<file path="src/logic/mbm_pkg.sv">
package mbm_pkg;

   // =========================================================================
   // Register map (16-bit register addresses as seen by the master)
   // =========================================================================
   localparam logic [15:0] SCAN_BASE = 16'h1389;   // First scan-list slot.
   localparam logic [15:0] SCAN_LAST = 16'h1398;   // Last scan-list slot.
   localparam logic [15:0] DATA_BASE = 16'h13BB;   // Start register of slot 0.
   localparam logic [15:0] DATA_SLOT2 = 16'h13BD;  // Start register of slot 1.
   localparam logic [15:0] DATA_LSLOT = 16'h13D9;  // Start register of slot 15.
   localparam logic [15:0] DATA_LAST = 16'h13DA;   // End register of slot 15.
   localparam int          SLOTS     = 16;
   localparam logic [15:0] SCAN_RESET = 16'h0000;  // Empty entry.

   // =========================================================================
   // Byte-order setting encodings
   // =========================================================================
   localparam logic [1:0] ORD_1032 = 2'h0;
   localparam logic [1:0] ORD_0123 = 2'h1;
   localparam logic [1:0] ORD_2301 = 2'h2;
   localparam logic [1:0] ORD_3210 = 2'h3;
   localparam logic [1:0] ORD_RESET = ORD_1032;

   // =========================================================================
   // Scanner states
   // =========================================================================
   typedef enum logic [2:0]
   {
      ST_IDLE = 3'b001,
      ST_REQ  = 3'b010,
      ST_WAIT = 3'b100
   } mbm_scan_state_t;

endpackage

</file>
<file path="src/logic/mbm_swap_if.sv">
`timescale 1ns/1ps

// Carries one value through the byte reorder network.
interface mbm_swap_if;
   logic [1:0]  order;
   logic        is_float;
   logic        to_wire;
   logic [31:0] din;
   logic [31:0] dout;

   modport user    (output order, output is_float, output to_wire, output din, input dout);
   modport swapper (input order, input is_float, input to_wire, input din, output dout);
endinterface

</file>
<file path="src/logic/mbm_byte_swap.sv">
`timescale 1ns/1ps

// Wire layout: dout[31:24] is the first byte sent, dout[7:0] the last.
// Integers and string register pairs use only the low 16 bits.
module mbm_byte_swap
(
   mbm_swap_if.swapper sw
);

   logic [7:0] b3;
   logic [7:0] b2;
   logic [7:0] b1;
   logic [7:0] b0;

   assign b3 = sw.din[31:24];
   assign b2 = sw.din[23:16];
   assign b1 = sw.din[15:8];
   assign b0 = sw.din[7:0];

   // =========================================================================
   // Reorder network
   // =========================================================================
   // Every order is its own inverse; the write path keeps its own table so that an
   // asymmetric order could be added without disturbing the read path.
   always_comb
   begin
      sw.dout = 32'h0000_0000;
      if (sw.is_float)
      begin
         unique case (sw.order)
            mbm_pkg::ORD_1032: sw.dout = sw.to_wire ? {b1, b0, b3, b2} : {b1, b0, b3, b2};
            mbm_pkg::ORD_0123: sw.dout = sw.to_wire ? {b0, b1, b2, b3} : {b0, b1, b2, b3};
            mbm_pkg::ORD_2301: sw.dout = sw.to_wire ? {b2, b3, b0, b1} : {b2, b3, b0, b1};
            mbm_pkg::ORD_3210: sw.dout = sw.din;
         endcase
         if (!sw.to_wire)
         begin
            unique case (sw.order)
               mbm_pkg::ORD_1032: sw.dout = {b1, b0, b3, b2};
               mbm_pkg::ORD_0123: sw.dout = {b0, b1, b2, b3};
               mbm_pkg::ORD_2301: sw.dout = {b2, b3, b0, b1};
               mbm_pkg::ORD_3210: sw.dout = sw.din;
            endcase
         end
      end
      else
      begin
         if (sw.order == mbm_pkg::ORD_1032 || sw.order == mbm_pkg::ORD_3210)
            sw.dout = {16'h0000, b1, b0};
         else
            sw.dout = {16'h0000, b0, b1};
      end
   end

endmodule

</file>
<file path="src/logic/mbm_data_map.sv">
`timescale 1ns/1ps

// Behaviour
// - Float bytes sent in selected order
// - Factory byte order is 1-0-3-2
// - Integer MSB first only for 1032/3210
// - Strings swap byte pairs under 0123/2301
// - Byte order configurable; master must match
// - Indirect map groups up to sixteen parameters
// - Whole data area accessible in one telegram
// - Cyclically fetch referenced parameter values
// - Scan list at registers 5001 to 5016
// - Slot n starts at 5051 plus 2n
// - Float uses two registers, integer one
// - Slot type follows referenced parameter
// - Slot writes forwarded only if writable
// - Float is IEEE single, two registers
module mbm_data_map
(
   input  wire logic        sys_clk_in,
   input  wire logic        rst_in,
   input  wire logic [15:0] reg_addr_in,
   input  wire logic        reg_rd_in,
   input  wire logic        reg_wr_in,
   input  wire logic [15:0] reg_wdata_in,
   output logic      [15:0] reg_rdata_out,
   output logic             reg_ack_out,
   input  wire logic        byte_order_wr_in,
   input  wire logic [1:0]  byte_order_in,
   output logic      [1:0]  byte_order_out,
   output logic             par_rd_req_out,
   output logic      [15:0] par_rd_addr_out,
   input  wire logic        par_rd_ack_in,
   input  wire logic        par_rd_ok_in,
   input  wire logic        par_rd_float_in,
   input  wire logic        par_rd_writable_in,
   input  wire logic [31:0] par_rd_data_in,
   output logic             par_wr_out,
   output logic      [15:0] par_wr_addr_out,
   output logic      [31:0] par_wr_data_out,
   output logic             par_wr_float_out
);

   // =========================================================================
   // Storage
   // =========================================================================
   logic [15:0]             scan_reg [mbm_pkg::SLOTS];
   logic [31:0]             value_reg [mbm_pkg::SLOTS];
   logic [mbm_pkg::SLOTS-1:0] float_reg;
   logic [mbm_pkg::SLOTS-1:0] wable_reg;
   logic [mbm_pkg::SLOTS-1:0] valid_reg;
   logic [1:0]              order_reg;
   mbm_pkg::mbm_scan_state_t state_reg;
   logic [3:0]              idx_reg;
   logic [15:0]             stage_reg;
   logic [3:0]              stage_slot_reg;
   logic                    stage_valid_reg;

   // =========================================================================
   // Address decode
   // =========================================================================
   logic        hit_scan;
   logic        hit_data;
   logic [15:0] scan_off;
   logic [15:0] data_off;
   logic [3:0]  scan_idx;
   logic [3:0]  slot;
   logic        is_end;

   assign hit_scan = (reg_addr_in >= mbm_pkg::SCAN_BASE) && (reg_addr_in <= mbm_pkg::SCAN_LAST);
   assign scan_off = reg_addr_in - mbm_pkg::SCAN_BASE;
   assign scan_idx = scan_off[3:0];
   // slot start at base plus 2n
   assign hit_data = (reg_addr_in >= mbm_pkg::DATA_BASE) && (reg_addr_in <= mbm_pkg::DATA_LAST);
   assign data_off = reg_addr_in - mbm_pkg::DATA_BASE;
   assign slot     = data_off[4:1];
   assign is_end   = data_off[0];

   // =========================================================================
   // Byte reorder instances
   // =========================================================================
   mbm_swap_if rd_sw ();
   mbm_swap_if wr_sw ();

   assign rd_sw.order    = order_reg;
   assign rd_sw.is_float = float_reg[slot];
   assign rd_sw.to_wire  = 1'b1;
   assign rd_sw.din      = value_reg[slot];

   // The end register carries the second word of the pair just staged.
   assign wr_sw.order    = order_reg;
   assign wr_sw.is_float = float_reg[slot];
   assign wr_sw.to_wire  = 1'b0;
   assign wr_sw.din      = float_reg[slot] ? {stage_reg, reg_wdata_in} : {16'h0000, reg_wdata_in};

   mbm_byte_swap u_rd_swap
   (
      .sw (rd_sw.swapper)
   );

   mbm_byte_swap u_wr_swap
   (
      .sw (wr_sw.swapper)
   );

   // =========================================================================
   // Byte-order setting
   // =========================================================================
   // factory order after reset
   always_ff @(posedge sys_clk_in or posedge rst_in)
   begin
      if (rst_in)
         order_reg <= mbm_pkg::ORD_RESET;
      else if (byte_order_wr_in)
         order_reg <= byte_order_in;
   end

   assign byte_order_out = order_reg;

   // =========================================================================
   // Scan list
   // =========================================================================
   // sixteen grouped slots
   always_ff @(posedge sys_clk_in or posedge rst_in)
   begin
      if (rst_in)
      begin
         for (int i = 0; i < mbm_pkg::SLOTS; i++)
            scan_reg[i] <= mbm_pkg::SCAN_RESET;
      end
      else if (reg_wr_in && hit_scan)
         scan_reg[scan_idx] <= reg_wdata_in;
   end

   // =========================================================================
   // Cyclic scanner
   // =========================================================================
   // One entry at a time; a parameter store that never acknowledges stalls it.
   // cyclic fetch
   always_ff @(posedge sys_clk_in or posedge rst_in)
   begin
      if (rst_in)
      begin
         state_reg       <= mbm_pkg::ST_IDLE;
         idx_reg         <= 4'h0;
         par_rd_req_out  <= 1'b0;
         par_rd_addr_out <= 16'h0000;
      end
      else
      begin
         par_rd_req_out <= 1'b0;
         unique case (state_reg)
            mbm_pkg::ST_IDLE:
            begin
               if (scan_reg[idx_reg] == mbm_pkg::SCAN_RESET)
                  idx_reg <= idx_reg + 4'h1;
               else
               begin
                  par_rd_req_out  <= 1'b1;
                  par_rd_addr_out <= scan_reg[idx_reg];
                  state_reg       <= mbm_pkg::ST_REQ;
               end
            end
            mbm_pkg::ST_REQ:
               state_reg <= mbm_pkg::ST_WAIT;
            mbm_pkg::ST_WAIT:
            begin
               if (par_rd_ack_in)
               begin
                  idx_reg   <= idx_reg + 4'h1;
                  state_reg <= mbm_pkg::ST_IDLE;
               end
            end
            default:
               state_reg <= mbm_pkg::ST_IDLE;
         endcase
      end
   end

   // =========================================================================
   // Data area cache
   // =========================================================================
   // A scan-list write wins over a fetch landing on the same slot, since the
   // fetched value belongs to the address that was just replaced.
   always_ff @(posedge sys_clk_in or posedge rst_in)
   begin
      if (rst_in)
      begin
         for (int i = 0; i < mbm_pkg::SLOTS; i++)
            value_reg[i] <= 32'h0000_0000;
         float_reg <= '0;
         wable_reg <= '0;
         valid_reg <= '0;
      end
      else
      begin
         if (state_reg == mbm_pkg::ST_IDLE && scan_reg[idx_reg] == mbm_pkg::SCAN_RESET)
            valid_reg[idx_reg] <= 1'b0;
         if (state_reg == mbm_pkg::ST_WAIT && par_rd_ack_in)
         begin
            value_reg[idx_reg] <= par_rd_data_in;
            float_reg[idx_reg] <= par_rd_float_in;
            wable_reg[idx_reg] <= par_rd_writable_in;
            valid_reg[idx_reg] <= par_rd_ok_in;
         end
         if (reg_wr_in && hit_scan)
            valid_reg[scan_idx] <= 1'b0;
      end
   end

   // =========================================================================
   // Register read path
   // =========================================================================
   // Any address in the map answers one cycle later; foreign addresses read 0.
   // any register of the area
   always_ff @(posedge sys_clk_in or posedge rst_in)
   begin
      if (rst_in)
      begin
         reg_rdata_out <= 16'h0000;
         reg_ack_out   <= 1'b0;
      end
      else
      begin
         reg_ack_out   <= reg_rd_in || reg_wr_in;
         reg_rdata_out <= 16'h0000;
         if (reg_rd_in && hit_scan)
            reg_rdata_out <= scan_reg[scan_idx];
         else if (reg_rd_in && hit_data && valid_reg[slot])
         begin
            if (float_reg[slot])
               reg_rdata_out <= is_end ? rd_sw.dout[15:0] : rd_sw.dout[31:16];
            else if (!is_end)
               reg_rdata_out <= rd_sw.dout[15:0];
         end
      end
   end

   // =========================================================================
   // Register write path
   // =========================================================================
   // A float is forwarded only once its end register arrives after its start.
   // float start register staged
   always_ff @(posedge sys_clk_in or posedge rst_in)
   begin
      if (rst_in)
      begin
         stage_reg       <= 16'h0000;
         stage_slot_reg  <= 4'h0;
         stage_valid_reg <= 1'b0;
      end
      else if (reg_wr_in && hit_data)
      begin
         stage_reg       <= reg_wdata_in;
         stage_slot_reg  <= slot;
         stage_valid_reg <= !is_end && float_reg[slot];
      end
   end

   always_ff @(posedge sys_clk_in or posedge rst_in)
   begin
      if (rst_in)
      begin
         par_wr_out       <= 1'b0;
         par_wr_addr_out  <= 16'h0000;
         par_wr_data_out  <= 32'h0000_0000;
         par_wr_float_out <= 1'b0;
      end
      else
      begin
         par_wr_out <= 1'b0;
         if (reg_wr_in && hit_data && valid_reg[slot] && wable_reg[slot])
         begin
            if ((float_reg[slot] && is_end && stage_valid_reg && stage_slot_reg == slot)
                || (!float_reg[slot] && !is_end))
            begin
               par_wr_out       <= 1'b1;
               par_wr_addr_out  <= scan_reg[slot];
               par_wr_data_out  <= wr_sw.dout;
               par_wr_float_out <= float_reg[slot];
            end
         end
      end
   end

endmodule

</file>
<file path="config.mk">
export PLATFORM = sky130hd
export DESIGN_NAME = mbm_data_map
export DESIGN_NICKNAME = d
export VERILOG_FILES = /design/src/logic/mbm_pkg.sv /design/src/logic/mbm_swap_if.sv /design/src/logic/mbm_byte_swap.sv /design/src/logic/mbm_data_map.sv
export SDC_FILE = /design/constraint.sdc
export NUM_CORES = 2
export LEC_CHECK = 0
export CELL_PAD_IN_SITES_DETAIL_PLACEMENT = 1
export CELL_PAD_IN_SITES_GLOBAL_PLACEMENT = 2
export CORE_ASPECT_RATIO = 1.1
export CORE_MARGIN = 2
export CORE_UTILIZATION = 47
export DETAILED_ROUTE_END_ITERATION = 10
export DONT_BUFFER_PORTS = 1
export GPL_TIMING_DRIVEN = 0
export PLACE_DENSITY = 0.89
export SLEW_MARGIN = 20
export SYNTH_ARGS = -nofsm -noshare
export SYNTH_HDL_FRONTEND = slang
export SYNTH_SLANG_ARGS = --single-unit
</file>
<file path="constraint.sdc">
create_clock -name sys_clk_in -period 30.2 [get_ports sys_clk_in]
set_clock_uncertainty 0.05 [all_clocks]
set_input_delay 0 -clock sys_clk_in [delete_from_list [all_inputs] [get_ports sys_clk_in]]
set_output_delay 0 -clock sys_clk_in [all_outputs]
set_load 0.02 [all_outputs]
</file>
==> reports/summary.md <==
161 I/O pins were placed. The share of cell area taken by muxes after synthesis was 0.386. Averaged over all synthesized cells, the footprint is 14.4 um2.

Via count of the first global-routing pass: 35,700. The number of gates given a new drive strength after cts is 0. The cell taking the most area after synthesis is sky130_fd_sc_hd__dfrtp_1. Data on the critical path arrives at its endpoint at 6.29 ns.

The fraction of post-synthesis cell area in the top cell type by area was 0.489; the static leakage power was 24.7 nW. The area growth from synthesis to layout is 12.8%. The path class of the tightest hold or removal check is input port to register. TritonCTS built the clock tree.

The cell sitting at the root of the clock tree is a sky130_fd_sc_hd__clkbuf_16. After synthesis, the largest family of logic cells by area is multiplexers. In this run the horizontal extent of the chip is 307 um. The run gives 60 as the number of distinct library cells after synthesis. After detailed placement, the design holds a cell count of 4,607. The largest stage delay on the critical path came out at 0.84 ns. The final reports fail on design-rule violations. Setup repair after global routing left no endpoint under its margin.

The first global-routing pass estimated 257,000 um of wire. The initial cell density of the core was 0.473; the final period demand of the worst path was 5.79 ns. The post-synthesis compound-gate area fraction came out at 0.0402. The worst setup path is launched from an input port. For this run, design rule violations remaining after detail routing come to 3. For the combinational share of power, the log shows 0.152. The total negative slack is 0 ns, and the post-detailed-route wirelength per cell is 36.4 um.

The share of the clock period used by the worst path after layout is 0.192, and the largest fanout on the critical path is 11. The headroom to the max-slew limit came out at 0.158. The flow ran to the end, but the final reports show violations.

Using the TritonRoute via totals, the vias-per-cell ratio works out to 6.98. Walking the worst path, the cells encountered are dlygate4sd3_1 -> buf_6 -> inv_2 -> ha_1 -> buf_2 -> buf_2 -> buf_2 -> clkbuf_1 -> mux4_2 -> nand3_1 -> nand4_1 -> a222oi_1 -> a211oi_1 -> nor3_1 -> o21ai_0. Count of warnings emitted by yosys: 0. Counting stages on the worst path, the most repeated cell is sky130_fd_sc_hd__buf_2. The count of buffers from port buffering is 0. Sorting the synthesized cells by area gives the leading types as sky130_fd_sc_hd__dfrtp_1 (49%), sky130_fd_sc_hd__mux2_2 (20%), sky130_fd_sc_hd__mux4_2 (18%). For flop-to-flop paths, the worst setup slack is 24.97 ns. After the last flow step, the layout net total stands at 3,568. The global router's overall resource usage was 0.345. The number of flip-flops under the largest register name came out at 512. The power density over cell area works out to 55.8 nW/um2.

The tools report the sequential share of power as 0.420. Number of hold violations in the final report: 0. Flip-flop cell with the highest count after synthesis: sky130_fd_sc_hd__dfrtp_1. By count the netlist is led by sky130_fd_sc_hd__dfrtp_1 (929), sky130_fd_sc_hd__mux2_2 (829), sky130_fd_sc_hd__mux4_2 (372). The maximum number of pins on one net before global-route repair is 102.

The net switching share of the total power is 0.293, and the number of filler instances in the final layout is 9,627. The share of synthesized cell area in full adder, half adder and majority cells was 0.00342; the sum of net half-perimeters after detailed placement was 119,000 um. After clock tree synthesis, the clock-pin slew on the worst setup and hold paths is 0.06 ns. Summing all multi-input logic gate instances after layout gives 22,800 um2. The tools report the depth of the CTS H-tree as 3.

The routed layout has 34,000 vias. After floorplanning, the core was sized to cover 100,000 um2. VDD sags by at most 0.0456 mV.

The residual antenna-violating net count after detailed routing is 0, and the count of flip-flops with a built-in enable after synthesis is 0. Data on the critical path is required at its endpoint by 30.70 ns. Share of the synthesized netlist area taken by xor and xnor gates: 0.00408.

The run gives 104,000 um2 as the die area. The smallest hold slack came out at 0.0397 ns. The fraction of layout instances using a drive strength above 1 works out to 0.419. The analysis attributes to net switching a power of 0.876 mW. For the number of buffers inserted to repair setup after CTS, the log shows 0. STA classifies the critical path endpoint as a register. For the clock buffer count from CTS, the log shows 100. The utilization of the core after routing came out at 0.534. The weighted congestion reported at the end of routability-driven placement was 0.939; the share of synthesized flip-flops with an asynchronous set or reset was 1.00.

For hold timing, the worst endpoint is reg_rdata_out[6]. For this block, the initial DRC count from the detailed router was 4,133. For the count of max-cap constraint violations, the log shows 0. The worst hold path startpoint was reg_addr_in[3].

The y dimension of the die is 337 um, and the count of state elements after synthesis is 930. Counting every sink on the clock net gives 930. The internal power was 2.12 mW.

In the synthesized netlist, the number of instances is 3,294. In this run the critical register-to-register path is launched from idx_reg[1]. For the number of slew-limit violations in the final report, the log shows 0.

Across the whole layout, storage elements account for 23,300 um2. The number of antenna violations at the first check in global routing is 18. For the worst-skew pair, the clock arrives at the later sink with an insertion delay of 0.72 ns. The cell area that synthesis handed to floorplanning was 47,500 um2.

Yosys instantiated no cell more often than sky130_fd_sc_hd__dfrtp_1. The measured slew at the worst slew-check pin came out at 1.23 ns. Setup violations remaining at the end of the flow were counted as 0. The aggregate routed wire length came out at 177,000 um. The post-synthesis share of cell area spent on and, or, nand and nor gates was 0.0465; the detailed-routing iteration count for the pre-antenna-repair pass was 11. The total grt overflow was 0. The clock network power share is 0.428, and the sequential-to-total area share from yosys stat is 0.490. The critical path is of the input port to register type.

The net count after synthesis came out at 3,382. Static timing analysis puts the maximum clock frequency at 173 MHz. Measured in cells, the most critical reg-to-reg path has a length of 11. In this run the deepest clock path goes through 3 buffers. Row count: 122. The run gives 2.99 mW as the total power draw. Slowest cell on the critical path: sky130_fd_sc_hd__clkbuf_1. The count of non-filler cells in the finished layout was 4,870; the cell count of the worst hold path was 5. The endpoint identified for the worst register-to-register timing path is par_rd_addr_out[4].
cell usage in the layout (no fill, tap or decap), drive strengths merged, types with 5 or more instances in the layout:
cell type / count
a211oi: 11
a21boi: 16
a21oi: 24
a221o: 7
a221oi: 5
a222oi: 58
a22o: 9
a22oi: 7
a31oi: 16
and2: 6
and3: 10
buf: 128
bufinv: 8
clkbuf: 353
clkinv: 25
dfrtp: 929
diode: 9
dlygate4sd3: 72
ha: 13
inv: 18
mux2: 847
mux2i: 41
mux4: 372
nand2: 155
nand2b: 17
nand3: 149
nand4: 35
nor2: 65
nor2b: 5
nor3: 11
nor4: 5
o2111ai: 6
o211ai: 5
o21ai: 88
or2: 6
xnor2: 12
xor2: 5
power by group through the flow:
stage / sequential, mW / clock (mW) / combinational [mW]
final: 1.26 / 1.28 / 0.455
after global routing: 1.26 / 1.34 / 0.467
after CTS: 1.26 / 1.29 / 0.443
after detailed placement: 1.28 / 0 / 0.424
after global placement: 1.28 / 0 / 0.414
after floorplan: 1.28 / 0 / 0.257
worst max path at each step:
stage                        start  cells past startpoint                end
floorplan                   rst_in                      1  byte_order_out[0]
global placement            rst_in                      1     value_reg[377]
detailed placement  reg_addr_in[0]                     14   reg_rdata_out[0]
CTS                 reg_addr_in[0]                     15   reg_rdata_out[0]
global route        reg_addr_in[0]                     15   reg_rdata_out[0]
finish              reg_addr_in[0]                     15   reg_rdata_out[0]
metal layers:
metal  part of all wire  wire, um  global-route usage  vias to the layer above
met2               0.46     81700               0.539                     2173
met1               0.36     64600               0.425                    18100
li1                   -         -                   -                    13000
met4              0.076     13500               0.229                       16
met5            0.00063       112                   0                        -
met3              0.098     17400              0.0920                      659
stage by stage:
step | instance area [um2] | setup WS [ns]
2_1_floorplan | 47500 | 4.00
3_3_place_gp | 49100 | -6.18
3_5_place_dp | 49500 | 24.62
4_1_cts | 53600 | 24.62
5_1_grt | 53600 | 24.29
6_report | 53600 | 24.41
layout make-up:
type / count / area share
repair buffers: 84 / 0.0192
inverters: 16 / 0.00126
clock inverters: 38 / 0.00901
flip-flops and latches: 930 / 0.434
multi-input cells: 2022 / 0.425
clock buffers: 143 / 0.0540
diodes: 9 / 0.000420
plain buffers: 326 / 0.0261
well taps: 1302 / 0.0304
kinds of logic after synthesis:
family / Yosys count
multiplexers: 1260
AO/OA/AOI/OAI: 262
XOR/XNOR: 17
flip-flops: 930
AND/OR/NAND/NOR: 470
adder cells (fa/ha/maj): 13
buffers and inverters: 342
critical path, delay by kind of cell:
kind            cells  cell delay [ns]
mux                 1             0.42
compound gates      3             0.89
buf+inv             7             3.18
fa+ha+maj           1             0.34
simple gates        3             1.41
timing repair:
action                                   CTS  global route
hold buffers                              73             0
endpoints found under the setup margin     0             0
endpoints found under the hold margin   1159             0
(Power assumes the default switching activity.)
